## src/operand_params.svh

```systemverilog
// Offsets, field positions and reset values of the operand modifier.
// Assumes a 32-bit AHB-Lite slave decoding the low address byte.
`ifndef OPERAND_PARAMS_SVH
`define OPERAND_PARAMS_SVH

`define INSTR_W 24
`define WADDR_W 15
`define CADDR_W 17

`define OFF_INSTR0 8'h00
`define OFF_INSTR1 8'h04
`define OFF_INSTR2 8'h08
`define OFF_IND 8'h0c
`define OFF_IDX1 8'h10
`define OFF_CTRL 8'h1c
`define OFF_CHAR 8'h20
`define OFF_ADDR_A 8'h24
`define OFF_ADDR_C 8'h28
`define OFF_FIELDS 8'h2c
`define OFF_STATUS 8'h30
`define OFF_MASK 8'h34
`define OFF_EFF 8'h38

`define CTRL_BWORD 2
`define CTRL_DELIM8 3
`define CTRL_WC_HI 5
`define CTRL_WC_LO 4
`define CTRL_START 8
`define CTRL_FINISH 9
`define CTRL_RST 10'h010

`define ST_DONE 0
`define ST_DELIM 1
`define ST_CMPL 2
`define ST_CNTERR 3
`define ST_W 4
`define MASK_RST 4'h0

`define F_A 17
`define F_B_HI 16
`define F_B_LO 15
`define F_CB_HI 19
`define F_CB_LO 18
`define F_BF_HI 18
`define F_BF_LO 17
`define F_CH_HI 17
`define F_CH_LO 15
`define F_INT 14
`define F_WCC 13
`define IND_BITS 18

`endif

```

## src/operand_pkg.sv

```systemverilog
// Types shared by the operand modifier modules.
// Assumes operand_params.svh supplies the numeric constants.
package operand_pkg;

    typedef enum logic [1:0] {
        fmt_word = 2'h0,
        fmt_char = 2'h1,
        fmt_shift = 2'h2,
        fmt_business = 2'h3
    } format_t;

    typedef enum logic [1:0] {
        st_idle = 2'b01,
        st_active = 2'b10
    } op_state_t;

endpackage

```

## src/index_lane_if.sv

```systemverilog
// Carrier between the decoder and its index adder.
// Assumes both ends sit in the same clock domain.
`timescale 1ns/10ps
interface index_lane_if;
    logic [16:0] idx [3];
    logic business;
    logic [1:0] sel [2];
    logic [16:0] base [2];
    logic [16:0] sum [2];

    modport requester (output idx, business, sel, base, input sum);
    modport adder (input idx, business, sel, base, output sum);
endinterface

```

## src/index_adder.sv

```systemverilog
// Two-lane index adder: picks an index register by flag and adds it.
// Assumes the requester masks the sum down to the target width.
`timescale 1ns/10ps
module index_adder
    import operand_pkg::*;
(
    index_lane_if.adder lane
);

    generate
        for (genvar i = 0; i < 2; i++) begin : g_lane
            wire [1:0] flag = lane.sel[i];
            // Business flags fold 3 onto index register 1
            wire [1:0] pick = (lane.business && flag == 2'h3) ? 2'h1 : flag;
            wire [1:0] slot = pick - 2'h1;
            wire [16:0] addend = (pick == 2'h0) ? 17'h00000 : lane.idx[slot];
            // Carry out of the top bit is simply lost
            assign lane.sum[i] = lane.base[i] + addend; // [RL17]
        end
    endgenerate

endmodule

```

## src/operand_address_modifier.sv

```systemverilog
// Instruction parameter decoder and operand address modifier.
// Assumes one AHB-Lite master; index adder on an index_lane_if.
// Notes on behaviour
// RL1 - Words are 24 bits, one to three words
// RL2 - Mode flag zero direct, one indirect
// RL3 - Index designator picks register one to three
// RL4 - Word address plus index gives 15 bits
// RL5 - Field A flag: 1/3 B1, 2 B2, 0 none
// RL6 - Field C uses same flag decoding
// RL7 - Word-addressed fields index by own flag
// RL8 - Shift count plus designated index register
// RL9 - Matching delimiter character ends the operation
// RL10 - Channel field selects channel zero to seven
// RL11 - Completion flag raises interrupt at end
// RL12 - Input word count control flag enables
// RL13 - Group field selects interrupt group 0-7
// RL14 - Character address splits word and designator
// RL15 - Indirect replaces low 18 instruction bits
// RL16 - Character address plus designated index register
// RL17 - Sums truncate to target field width
// RL18 - Unused zero areas are ignored
`timescale 1ns/10ps
`include "operand_params.svh"
module operand_address_modifier
    import operand_pkg::*;
(
    input wire logic ref_clk,
    input wire logic reset_n,
    input wire logic hsel,
    input wire logic [31:0] haddr,
    input wire logic [1:0] htrans,
    input wire logic hwrite,
    input wire logic [2:0] hsize,
    input wire logic [31:0] hwdata,
    input wire logic hready,
    output logic [31:0] hrdata,
    output logic hreadyout,
    output logic hresp,
    output logic irq
);

    index_lane_if lane ();

    index_adder u_adder (
        .lane(lane)
    );

    // Bus slave: one wait state so read data leave a flip-flop
    logic stage_reg;
    logic write_reg;
    logic [7:0] addr_reg;
    logic [31:0] hrdata_reg;
    wire accept = hsel & htrans[1] & hready;
    wire wr_en = stage_reg & write_reg;
    wire rd_en = stage_reg & ~write_reg;

    always_ff @(posedge ref_clk) begin
        if (!reset_n) begin
            stage_reg <= 1'b0;
            write_reg <= 1'b0;
            addr_reg <= 8'h00;
        end else begin
            stage_reg <= accept;
            if (accept) begin
                write_reg <= hwrite;
                addr_reg <= haddr[7:0];
            end
        end
    end

    assign hreadyout = ~stage_reg;
    assign hresp = 1'b0;
    assign hrdata = hrdata_reg;

    wire wr_instr0 = wr_en & (addr_reg == `OFF_INSTR0);
    wire wr_instr1 = wr_en & (addr_reg == `OFF_INSTR1);
    wire wr_instr2 = wr_en & (addr_reg == `OFF_INSTR2);
    wire wr_ind = wr_en & (addr_reg == `OFF_IND);
    wire wr_ctrl = wr_en & (addr_reg == `OFF_CTRL);
    wire wr_char = wr_en & (addr_reg == `OFF_CHAR);
    wire wr_status = wr_en & (addr_reg == `OFF_STATUS);
    wire wr_mask = wr_en & (addr_reg == `OFF_MASK);

    // Instruction words and the word fetched for indirect addressing
    logic [23:0] instr0_reg;
    logic [23:0] instr1_reg;
    logic [23:0] instr2_reg;
    logic [23:0] ind_reg;
    logic [9:0] ctrl_reg;
    logic [3:0] mask_reg;

    always_ff @(posedge ref_clk) begin
        if (!reset_n) begin
            instr0_reg <= 24'h000000;
            instr1_reg <= 24'h000000;
            instr2_reg <= 24'h000000;
            ind_reg <= 24'h000000;
            ctrl_reg <= `CTRL_RST;
            mask_reg <= `MASK_RST;
        end else begin
            // Only the low 24 bits form an instruction word
            if (wr_instr0) instr0_reg <= hwdata[23:0]; // [RL1]
            if (wr_instr1) instr1_reg <= hwdata[23:0];
            if (wr_instr2) instr2_reg <= hwdata[23:0];
            if (wr_ind) ind_reg <= hwdata[23:0];
            // Start and finish are strobes and never stay set
            if (wr_ctrl) ctrl_reg <= {2'b00, hwdata[7:0]};
            if (wr_mask) mask_reg <= hwdata[3:0];
        end
    end

    logic [16:0] idx_reg [3];
    generate
        for (genvar i = 0; i < 3; i++) begin : g_idx
            wire wr_idx = wr_en & (addr_reg == `OFF_IDX1 + 8'(4 * i));
            always_ff @(posedge ref_clk) begin
                if (!reset_n) begin
                    idx_reg[i] <= 17'h00000;
                end else if (wr_idx) begin
                    idx_reg[i] <= hwdata[16:0];
                end
            end
            assign lane.idx[i] = idx_reg[i]; // [RL3]
        end
    endgenerate

    // Decoding of the control word
    // A start write decodes its own format, not the one it replaces
    wire [7:0] ctrl_now = wr_ctrl ? hwdata[7:0] : ctrl_reg[7:0];
    wire [1:0] fmt_bits = ctrl_now[1:0];
    wire is_word = fmt_bits == fmt_word;
    wire is_char = fmt_bits == fmt_char;
    wire is_biz = fmt_bits == fmt_business;
    wire biz_word = ctrl_now[`CTRL_BWORD];
    wire delim8 = ctrl_now[`CTRL_DELIM8];
    wire [1:0] words = ctrl_now[`CTRL_WC_HI:`CTRL_WC_LO];
    wire start = wr_ctrl & hwdata[`CTRL_START];
    wire finish = wr_ctrl & hwdata[`CTRL_FINISH];
    // A business instruction always spans all three words
    wire words_ok = (words != 2'h0) && (!is_biz || words == 2'h3); // [RL1]
    wire start_ok = start & words_ok;

    // Indirect word replaces the low 18 bits; opcode bits are kept
    wire [23:0] ind_word = {instr0_reg[23:`IND_BITS],
                            ind_reg[`IND_BITS-1:0]}; // [RL15]
    wire [23:0] eff_word = instr0_reg[`F_A] ? ind_word : instr0_reg; // [RL2]
    // Shift and character forms have no indirect variant
    wire [23:0] word_src = is_word ? eff_word : instr0_reg;
    wire [1:0] word_b = word_src[`F_B_HI:`F_B_LO];
    wire [16:0] word_m = {2'b00, word_src[`WADDR_W-1:0]}; // [RL4] [RL8]
    // Word-addressed business fields take bits 02-16 of each word
    wire [16:0] field_a = biz_word ? {2'b00, instr1_reg[16:2]}
                                   : instr1_reg[16:0]; // [RL7] [RL14]
    wire [16:0] field_c = biz_word ? {2'b00, instr2_reg[16:2]}
                                   : instr2_reg[16:0]; // [RL7] [RL14]

    assign lane.business = is_biz;
    assign lane.sel[0] = is_biz ? instr1_reg[`F_BF_HI:`F_BF_LO]
                       : is_char ? instr0_reg[`F_CB_HI:`F_CB_LO]
                       : word_b; // [RL5] [RL3]
    assign lane.base[0] = is_biz ? field_a
                        : is_char ? instr0_reg[16:0]
                        : word_m; // [RL16]
    assign lane.sel[1] = instr2_reg[`F_BF_HI:`F_BF_LO]; // [RL6]
    assign lane.base[1] = field_c;

    // Character results keep all 17 bits, word results only 15
    wire char_wide = is_char | (is_biz & ~biz_word);
    wire [16:0] addr_a_next = char_wide ? lane.sum[0]
                            : {2'b00, lane.sum[0][14:0]}; // [RL17] [RL4]
    wire [16:0] addr_c_next = !is_biz ? 17'h00000
                            : biz_word ? {2'b00, lane.sum[1][14:0]}
                            : lane.sum[1]; // [RL6] [RL17]

    // Fields latched at start; bits a format leaves unused are ignored
    logic [16:0] addr_a_reg;
    logic [16:0] addr_c_reg;
    logic [23:0] eff_reg;
    logic [12:0] fields_reg;
    wire [2:0] chan = eff_word[`F_CH_HI:`F_CH_LO]; // [RL10] [RL13]
    wire [12:0] fields_next = {words, instr0_reg[`F_WCC],
                               instr0_reg[`F_INT], chan, chan,
                               word_b, instr0_reg[`F_A]}; // [RL18]

    always_ff @(posedge ref_clk) begin
        if (!reset_n) begin
            addr_a_reg <= 17'h00000;
            addr_c_reg <= 17'h00000;
            eff_reg <= 24'h000000;
            fields_reg <= 13'h0000;
        end else if (start_ok) begin
            addr_a_reg <= addr_a_next;
            addr_c_reg <= addr_c_next;
            eff_reg <= word_src;
            fields_reg <= fields_next; // [RL10] [RL12] [RL13]
        end
    end

    wire int_flag = fields_reg[9];
    wire wcc_flag = fields_reg[10];

    // Operation sequencing
    op_state_t state_reg;
    op_state_t state_next;
    wire active = state_reg == st_active;
    wire [7:0] delim = instr0_reg[7:0];
    wire char_match = delim8 ? (hwdata[7:0] == delim)
                             : (hwdata[5:0] == delim[5:0]);
    wire delim_hit = wr_char & active & char_match; // [RL9]
    wire op_end = active & (delim_hit | finish);

    always_comb begin
        case (state_reg)
            st_idle: state_next = start_ok ? st_active : st_idle;
            st_active: state_next = start_ok ? st_active
                                  : op_end ? st_idle : st_active; // [RL9]
            default: state_next = st_idle;
        endcase
    end

    always_ff @(posedge ref_clk) begin
        if (!reset_n) begin
            state_reg <= st_idle;
        end else begin
            state_reg <= state_next;
        end
    end

    // Sticky events; a new event outweighs a write-one clear
    logic [3:0] status_reg;
    wire [3:0] events;
    assign events[`ST_DONE] = start_ok;
    assign events[`ST_DELIM] = delim_hit;
    assign events[`ST_CMPL] = op_end & ~start_ok & int_flag; // [RL11]
    assign events[`ST_CNTERR] = start & ~words_ok;
    wire [3:0] clear = wr_status ? hwdata[3:0] : 4'h0;
    wire [3:0] status_next = (status_reg & ~clear) | events;

    always_ff @(posedge ref_clk) begin
        if (!reset_n) begin
            status_reg <= 4'h0;
        end else begin
            status_reg <= status_next;
        end
    end

    assign irq = |(status_reg & mask_reg);

    // Read side
    wire [31:0] fields_view = {17'h00000, wcc_flag & active, active,
                               fields_reg};
    wire [31:0] rd_value =
        (addr_reg == `OFF_INSTR0) ? {8'h00, instr0_reg} :
        (addr_reg == `OFF_INSTR1) ? {8'h00, instr1_reg} :
        (addr_reg == `OFF_INSTR2) ? {8'h00, instr2_reg} :
        (addr_reg == `OFF_IND) ? {8'h00, ind_reg} :
        (addr_reg == `OFF_IDX1) ? {15'h0000, idx_reg[0]} :
        (addr_reg == `OFF_IDX1 + 8'h04) ? {15'h0000, idx_reg[1]} :
        (addr_reg == `OFF_IDX1 + 8'h08) ? {15'h0000, idx_reg[2]} :
        (addr_reg == `OFF_CTRL) ? {22'h000000, ctrl_reg} :
        (addr_reg == `OFF_ADDR_A) ? {15'h0000, addr_a_reg} :
        (addr_reg == `OFF_ADDR_C) ? {15'h0000, addr_c_reg} :
        (addr_reg == `OFF_FIELDS) ? fields_view :
        (addr_reg == `OFF_STATUS) ? {28'h0000000, status_reg} :
        (addr_reg == `OFF_MASK) ? {28'h0000000, mask_reg} :
        (addr_reg == `OFF_EFF) ? {8'h00, eff_reg} :
        32'h00000000;

    always_ff @(posedge ref_clk) begin
        if (!reset_n) begin
            hrdata_reg <= 32'h00000000;
        end else if (rd_en) begin
            hrdata_reg <= rd_value;
        end
    end
endmodule

```

## config.mk

```make
export PLATFORM = sky130hd
export DESIGN_NAME = operand_address_modifier
export DESIGN_NICKNAME = d
export VERILOG_FILES = /design/src/operand_pkg.sv /design/src/index_lane_if.sv /design/src/index_adder.sv /design/src/operand_address_modifier.sv
export VERILOG_INCLUDE_DIRS = /design/src /design/src/src
export SDC_FILE = /design/constraint.sdc
export NUM_CORES = 1
export LEC_CHECK = 0
export BUFFER_PORTS_ARGS = -buffer_cell sky130_fd_sc_hd__buf_2
export CORE_ASPECT_RATIO = 1.4
export CORE_MARGIN = 2
export CORE_UTILIZATION = 40
export DETAILED_ROUTE_END_ITERATION = 7
export GPL_TIMING_DRIVEN = 1
export PLACE_DENSITY_LB_ADDON = 0.2
export SLEW_MARGIN = 20
export SYNTH_ARGS = -nofsm -noshare
export SYNTH_HDL_FRONTEND = slang
export SYNTH_SLANG_ARGS = --single-unit
```

## constraint.sdc

```tcl
create_clock -name ref_clk -period 5.69 [get_ports ref_clk]
set_input_delay 0.569 -clock ref_clk [delete_from_list [all_inputs] [get_ports ref_clk]]
set_output_delay 0.569 -clock ref_clk [all_outputs]
set_load 0.02 [all_outputs]
```

# After elaboration in Yosys (flattened, before gate mapping)
# Memories as Yosys holds them, arrays and structs flattened.
# Cells that the tools add are included.
# classes
addsub,4
n_lt_le_gt_ge,2
eq_ne,23
n_mux,55
n_bitwise,42
n_reduce_logical,11
# ops
op,count
two-way mux 24 bit,14
two-way mux 17 bit,16
binary-select mux 17 bit (select 2 bit),2
equality test 8 x 6 -> 1 bit (second input constant),7
two-way mux 18 bit,2
adder 17 bit,2
equality test 8 x 5 -> 1 bit (second input constant),4
bitwise AND 1 bit,26
equality test 8 x 4 -> 1 bit (second input constant),2
two-way mux 2 bit,7
two-way mux 1 bit,11
equality test 2 bit (second input constant),5
bitwise AND 4 bit,2
equality test 8 x 3 -> 1 bit (second input constant),1
equality test 8 bit,1
logical NOT 8 bit,1
equality test 6 bit,1
greater-or-equal comparator 3 bit (second input constant),2
logical NOT 2 bit,3
two-way mux 6 bit,1
inverter 2 -> 3 bit,2
inverter 1 bit,5
OR 1 bit,5
equality test 2 x 1 -> 1 bit (second input constant),2
10 further kinds,13
# word_totals
regBits,227
mem_bits_rw,51
elab_cells,154
memories,1
# mem_list
name,words,width,rd,rd_clocked_by_memory_dff,write_ports,line_no,text
idx_reg,3,17,3,0,3,operand_address_modifier.sv:112,logic [16:0] idx_reg [3];

# Logic depth before layout (Yosys ltp)
# depth
word_depth,18
ltp_mapped,29
mapped_depth_nobuf,24

# Hierarchy
# Synthesis repeated with hierarchy kept, for this count alone.
# unflattened
hier_cells,1907
hier_area_um2,15542.4
# by_module_without_submodules
mod,n_inst,cells_per_inst,area_each_um2,seq_area_each_um2
operand_address_modifier,1,1595,13291.5,5815.6
index_adder,1,312,2250.9,0.0

# Least setup slack after synthesis
# No wires, ideal clock.
# synth_path
kind,flip-flop to flip-flop
start,reg addr_reg[7]
end,reg addr_a_reg[16]
setup_ps,124
arrival_ps,5610
required_ps,5566
slack_ps,-44
stages_incl_launch_ff,30
synth_period_minus_slack_ps,5734
path_cell_list,dfxtp_1 -> buf_6 -> or4b_1 -> buf_4 -> nor3_4 -> buf_6 -> o211ai_1 -> mux2i_1 -> mux2_4 -> nand2_1 -> o21ai_0 -> a21oi_1 -> ha_1 -> clkbuf_1 -> clkbuf_1 -> mux2i_1 -> nor2_1 -> a31oi_1 -> nor2_1 -> ha_1 -> inv_1 -> fa_1 -> nand2b_1 -> a21oi_1 -> o211ai_1 -> a31oi_1 -> a31oi_1 -> o21ai_0 -> xor2_1 -> o21ai_0
# synth_via
elab_chain_len,18
elab_cells_between_ends,34
# synth_rtl
item,line_no,text
"start, declared",operand_address_modifier.sv:51,logic [7:0] addr_reg;
"start signal, assigned",operand_address_modifier.sv:66,addr_reg <= haddr[7:0];
equality test 8 x 5 -> 1 bit (no line) *,--,
bitwise AND 1 bit *,operand_address_modifier.sv:79,wire wr_ctrl = wr_en & (addr_reg == `OFF_CTRL);
two-way mux 6 bit,operand_address_modifier.sv:129,wire [7:0] ctrl_now = wr_ctrl ? hwdata[7:0] : ctrl_reg[7:0];
logical NOT 2 bit,operand_address_modifier.sv:131,wire is_word = fmt_bits == fmt_word;
two-way mux 18 bit,operand_address_modifier.sv:148,wire [23:0] word_src = is_word ? eff_word : instr0_reg;
two-way mux 2 bit,operand_address_modifier.sv:159,: is_char ? instr0_reg[`F_CB_HI:`F_CB_LO]
two-way mux 2 bit,operand_address_modifier.sv:158,assign lane.sel[0] = is_biz ? instr1_reg[`F_BF_HI:`F_BF_LO]
equality test 2 bit,index_adder.sv:14,wire [1:0] pick = (lane.business && flag == 2'h3) ? 2'h1 : flag;
logical AND 1 bit,index_adder.sv:14,
two-way mux 2 bit,index_adder.sv:14,
subtractor 2 x 1 -> 2 bit,index_adder.sv:15,wire [1:0] slot = pick - 2'h1;
inverter 2 -> 3 bit (implied by the code),index_adder.sv:16,wire [16:0] addend = (pick == 2'h0) ? 17'h00000 : lane.idx[slot];
binary-select mux 17 bit (select 2 bit),index_adder.sv:16,
two-way mux 17 bit (implied by the code) (2 in a row),index_adder.sv:16,
two-way mux 17 bit,index_adder.sv:16,
adder 17 bit,index_adder.sv:18,assign lane.sum[i] = lane.base[i] + addend;
two-way mux 17 bit,operand_address_modifier.sv:169,wire [16:0] addr_a_next = char_wide ? lane.sum[0]
"end signal, assigned",operand_address_modifier.sv:192,addr_a_reg <= addr_a_next;
"end, declared",operand_address_modifier.sv:176,logic [16:0] addr_a_reg;
# Every way passes the cells marked *; elsewhere a longest branch is shown, timed or not. The select of a mux whose other input is x is not followed.
# A chain may end at the register's enable or synchronous reset.

# Worst setup path in the final report
# layout_path
start,reg addr_reg[0]
end,reg addr_a_reg[16]
# Same word-level chain as after synthesis.

==> metrics.cfg <==
[placed_design]
dpl-instance-area_um2 = 15400
dp_hpwl_um = 40900
gp_congestion = 1.02
portBuffers = 63

[critical_path]
worstPathArrival_ns = 5.88
cp_slowest_cell = or3b_2
cp-start-kind = flop
critical_path_required_ns = 6.13
critPathKind = reg2reg
cp_max_fo = 5
end_kind = flop
max_stage_delay_ns = 0.59

[routing]
vias = 14300
drt-initial-drc-count = 1664
first_pass_iters = 6
ant_nets = 0
via_per_inst = 6.06
wire_per_inst_um = 24.6
drc = 0
wirelength_um = 57900

[clocking]
clkSlewWorstSetupHoldPaths_ns = 0.06
clkSinkCount = 265
clockBufferDepth = 3
worstSkewPairLatency_ns = 0.57
ctsHoldBuffers = 0
cts_root_buf = clkbuf_16
htree_levels = 1
cts_made_buffers = 28
cts_tree = done

[sta]
hold_viol = 0
maxSlewViolCount = 0
period_minus_slack_ns = 5.45
relSlewSlack_pct = 27.6
timing.final.crit_share_pct = 95.7
max_freq_mhz = 184
worst_slew_pin_slew_ns = 1.08
tns_ns = 0
final-setup-viol-count = 0
fin_skew_ns = 0.0156

[logic_synthesis]
postSynth.asyncResetShare_pct = 0
syn_area_um2 = 14600
synth_xor_xnor_area_share_pct = 2.10
avgSynthCellArea_um2 = 7.93
synth_top_family_by_area = compound AO/OA/AOI/OAI gates
synth_mux_area_share_pct = 4.22
yosysWarnings = 0
synth_cell_types = 76
synth-compound-area-share_pct = 22.4
synth-edff-count = 51
yosysSeqAreaShare_pct = 39.9
synth_seq_cells = 265
synthCells = 1840
synthSimpleGateAreaFrac_pct = 22.3
synth_fa_ha_area_share_pct = 3.37
ys.flop_type = dfxtp_1

[global_route]
track_usage_pct = 30.1
grt_pass1_wl_um = 84900
grt_pass1_vias = 13300
grt_max_degree = 118
antenna_found_initial = 2
gr-total-overflow = 0

[run_status]
outcome = finished, final reports clean

[cells_and_area]
layout-drive-gt1-share_pct = 12.2
largest_reg_flops = 51
syn2layout_area_growth_pct = 13.1
fin_nets = 1979
fin_area_um2 = 16500

[floorplan]
die_y_um = 230
fp.dieArea_um2 = 38000
rows = 82
die_w_um = 165
start_util_pct = 40.6
core_area_um2 = 35900
io_pins = 109

[power]
vdd_drop_max_mv = 0.233
power_density_nw_per_um2 = 255
p_leak_nw = 5.92

[flow_run]
drv_cap = 0

[hold_path]
worstHoldPathType = in2reg

[kinds of logic after synthesis]
kind of cell / count (synthesis)
multiplexers: 60
flip-flops: 265
other: 1
buffers and inverters: 182
AND/OR/NAND/NOR: 745
AO/OA/AOI/OAI: 514
XOR/XNOR: 35
adder cells (fa/ha/maj): 38
[worst paths after layout]
check / cells after the start / to / slack [ns] / start
max: 25 / addr_a_reg[16] / 0.24 / addr_reg[0]
min: 3 / addr_reg[2] / 0.25 / haddr[2]
max reg2reg: 25 / addr_a_reg[16] / 0.24 / addr_reg[0]
min reg2reg: 2 / ind_reg[20] / 0.46 / ind_reg[20]
[per-layer routing]
| layer | share of wire, % | global-route usage, % |
|---|---|---|
| met5 | 0.024 | 0 |
| met4 | 5.3 | 14.5 |
| met3 | 8.0 | 4.06 |
| met2 | 47 | 48.9 |
| met1 | 40 | 39.1 |
[power breakdown]
group | switching [mW] | internal [mW]
combinational | 0.165 | 0.0529
sequential | 0.0177 | 1.93
clock | 0.809 | 1.23
[cells in the final DEF (no fill, tap or decap), types with 51 or more instances in the layout]
master	count
o21ai_0	69
a21oi_1	215
dfxtp_1	214
mux2i_1	53
buf_2	63
buf_4	71
nor2_1	127
and2_1	55
nand2_1	420
nand3_1	55
edfxtp_1	51
[Yosys cell counts (5+ instances only)]
master | count | area, um^2
nor3_1 | 15 | 75.1
dfxtp_1 | 214 | 4280
nand2b_1 | 9 | 56.3
a211oi_1 | 9 | 67.6
nand4_1 | 8 | 50.1
a31oi_1 | 29 | 181
edfxtp_1 | 51 | 1530
o22ai_1 | 10 | 62.6
a222oi_1 | 13 | 130
a22o_1 | 19 | 166
nor2b_1 | 9 | 56.3
ha_1 | 35 | 438
a22oi_1 | 22 | 165
a21o_1 | 10 | 75.1
inv_1 | 36 | 135
xor2_1 | 8 | 70.1
nor2_1 | 135 | 507
o21a_1 | 10 | 75.1
o21ai_0 | 72 | 360
buf_4 | 17 | 128
buf_6 | 5 | 56.3
o211ai_1 | 20 | 150
a21oi_1 | 215 | 1080
nand2_1 | 421 | 1580
xnor2_1 | 27 | 236
a221oi_1 | 24 | 210
and2_1 | 55 | 344
or3_1 | 6 | 37.5
buf_2 | 12 | 60.1
mux2i_1 | 54 | 541
clkbuf_1 | 106 | 398
and3_1 | 10 | 62.6
a311oi_1 | 17 | 149
nand3_1 | 56 | 280
[stage by stage]
stage	setup WS [ns]	util, %	hold WS [ns]	power [mW]	cells
after floorplan	0.0574	-	0.427	2.10	1848
after global placement	0.240	42.9	0.440	2.20	2298
after detailed placement	0.183	43.0	0.445	2.20	2298
after CTS	0.102	45.8	0.223	4.22	2350
after global routing	-0.0232	46.0	0.260	4.30	2353
final	0.244	46.0	0.245	4.20	2354
[cell type report]
class	count	area, um^2
fillers	3612	19400
multi-input cells	1401	8070
flip-flops and latches	265	5820
clock buffers	44	907
repair buffers	136	871
well taps	462	578
inverters	36	140
clock inverters	8	119
diodes	2	5.00
[critical path, delay by kind of cell, from the launching register on]
family,cells,cell delay (ns)
xor+xnor,1,0.16
simple gates,7,1.38
flops,1,0.30
fa+ha+maj,3,0.97
mux,2,0.48
buf+inv,2,0.23
compound gates,10,1.79
[repair_timing]
item | CTS | global route
buffers inserted | 0 | 2
endpoints found under the setup margin | 0 | 5
resized for setup | 0 | 5
No activity file was read; power rests on OpenSTA's default activity.
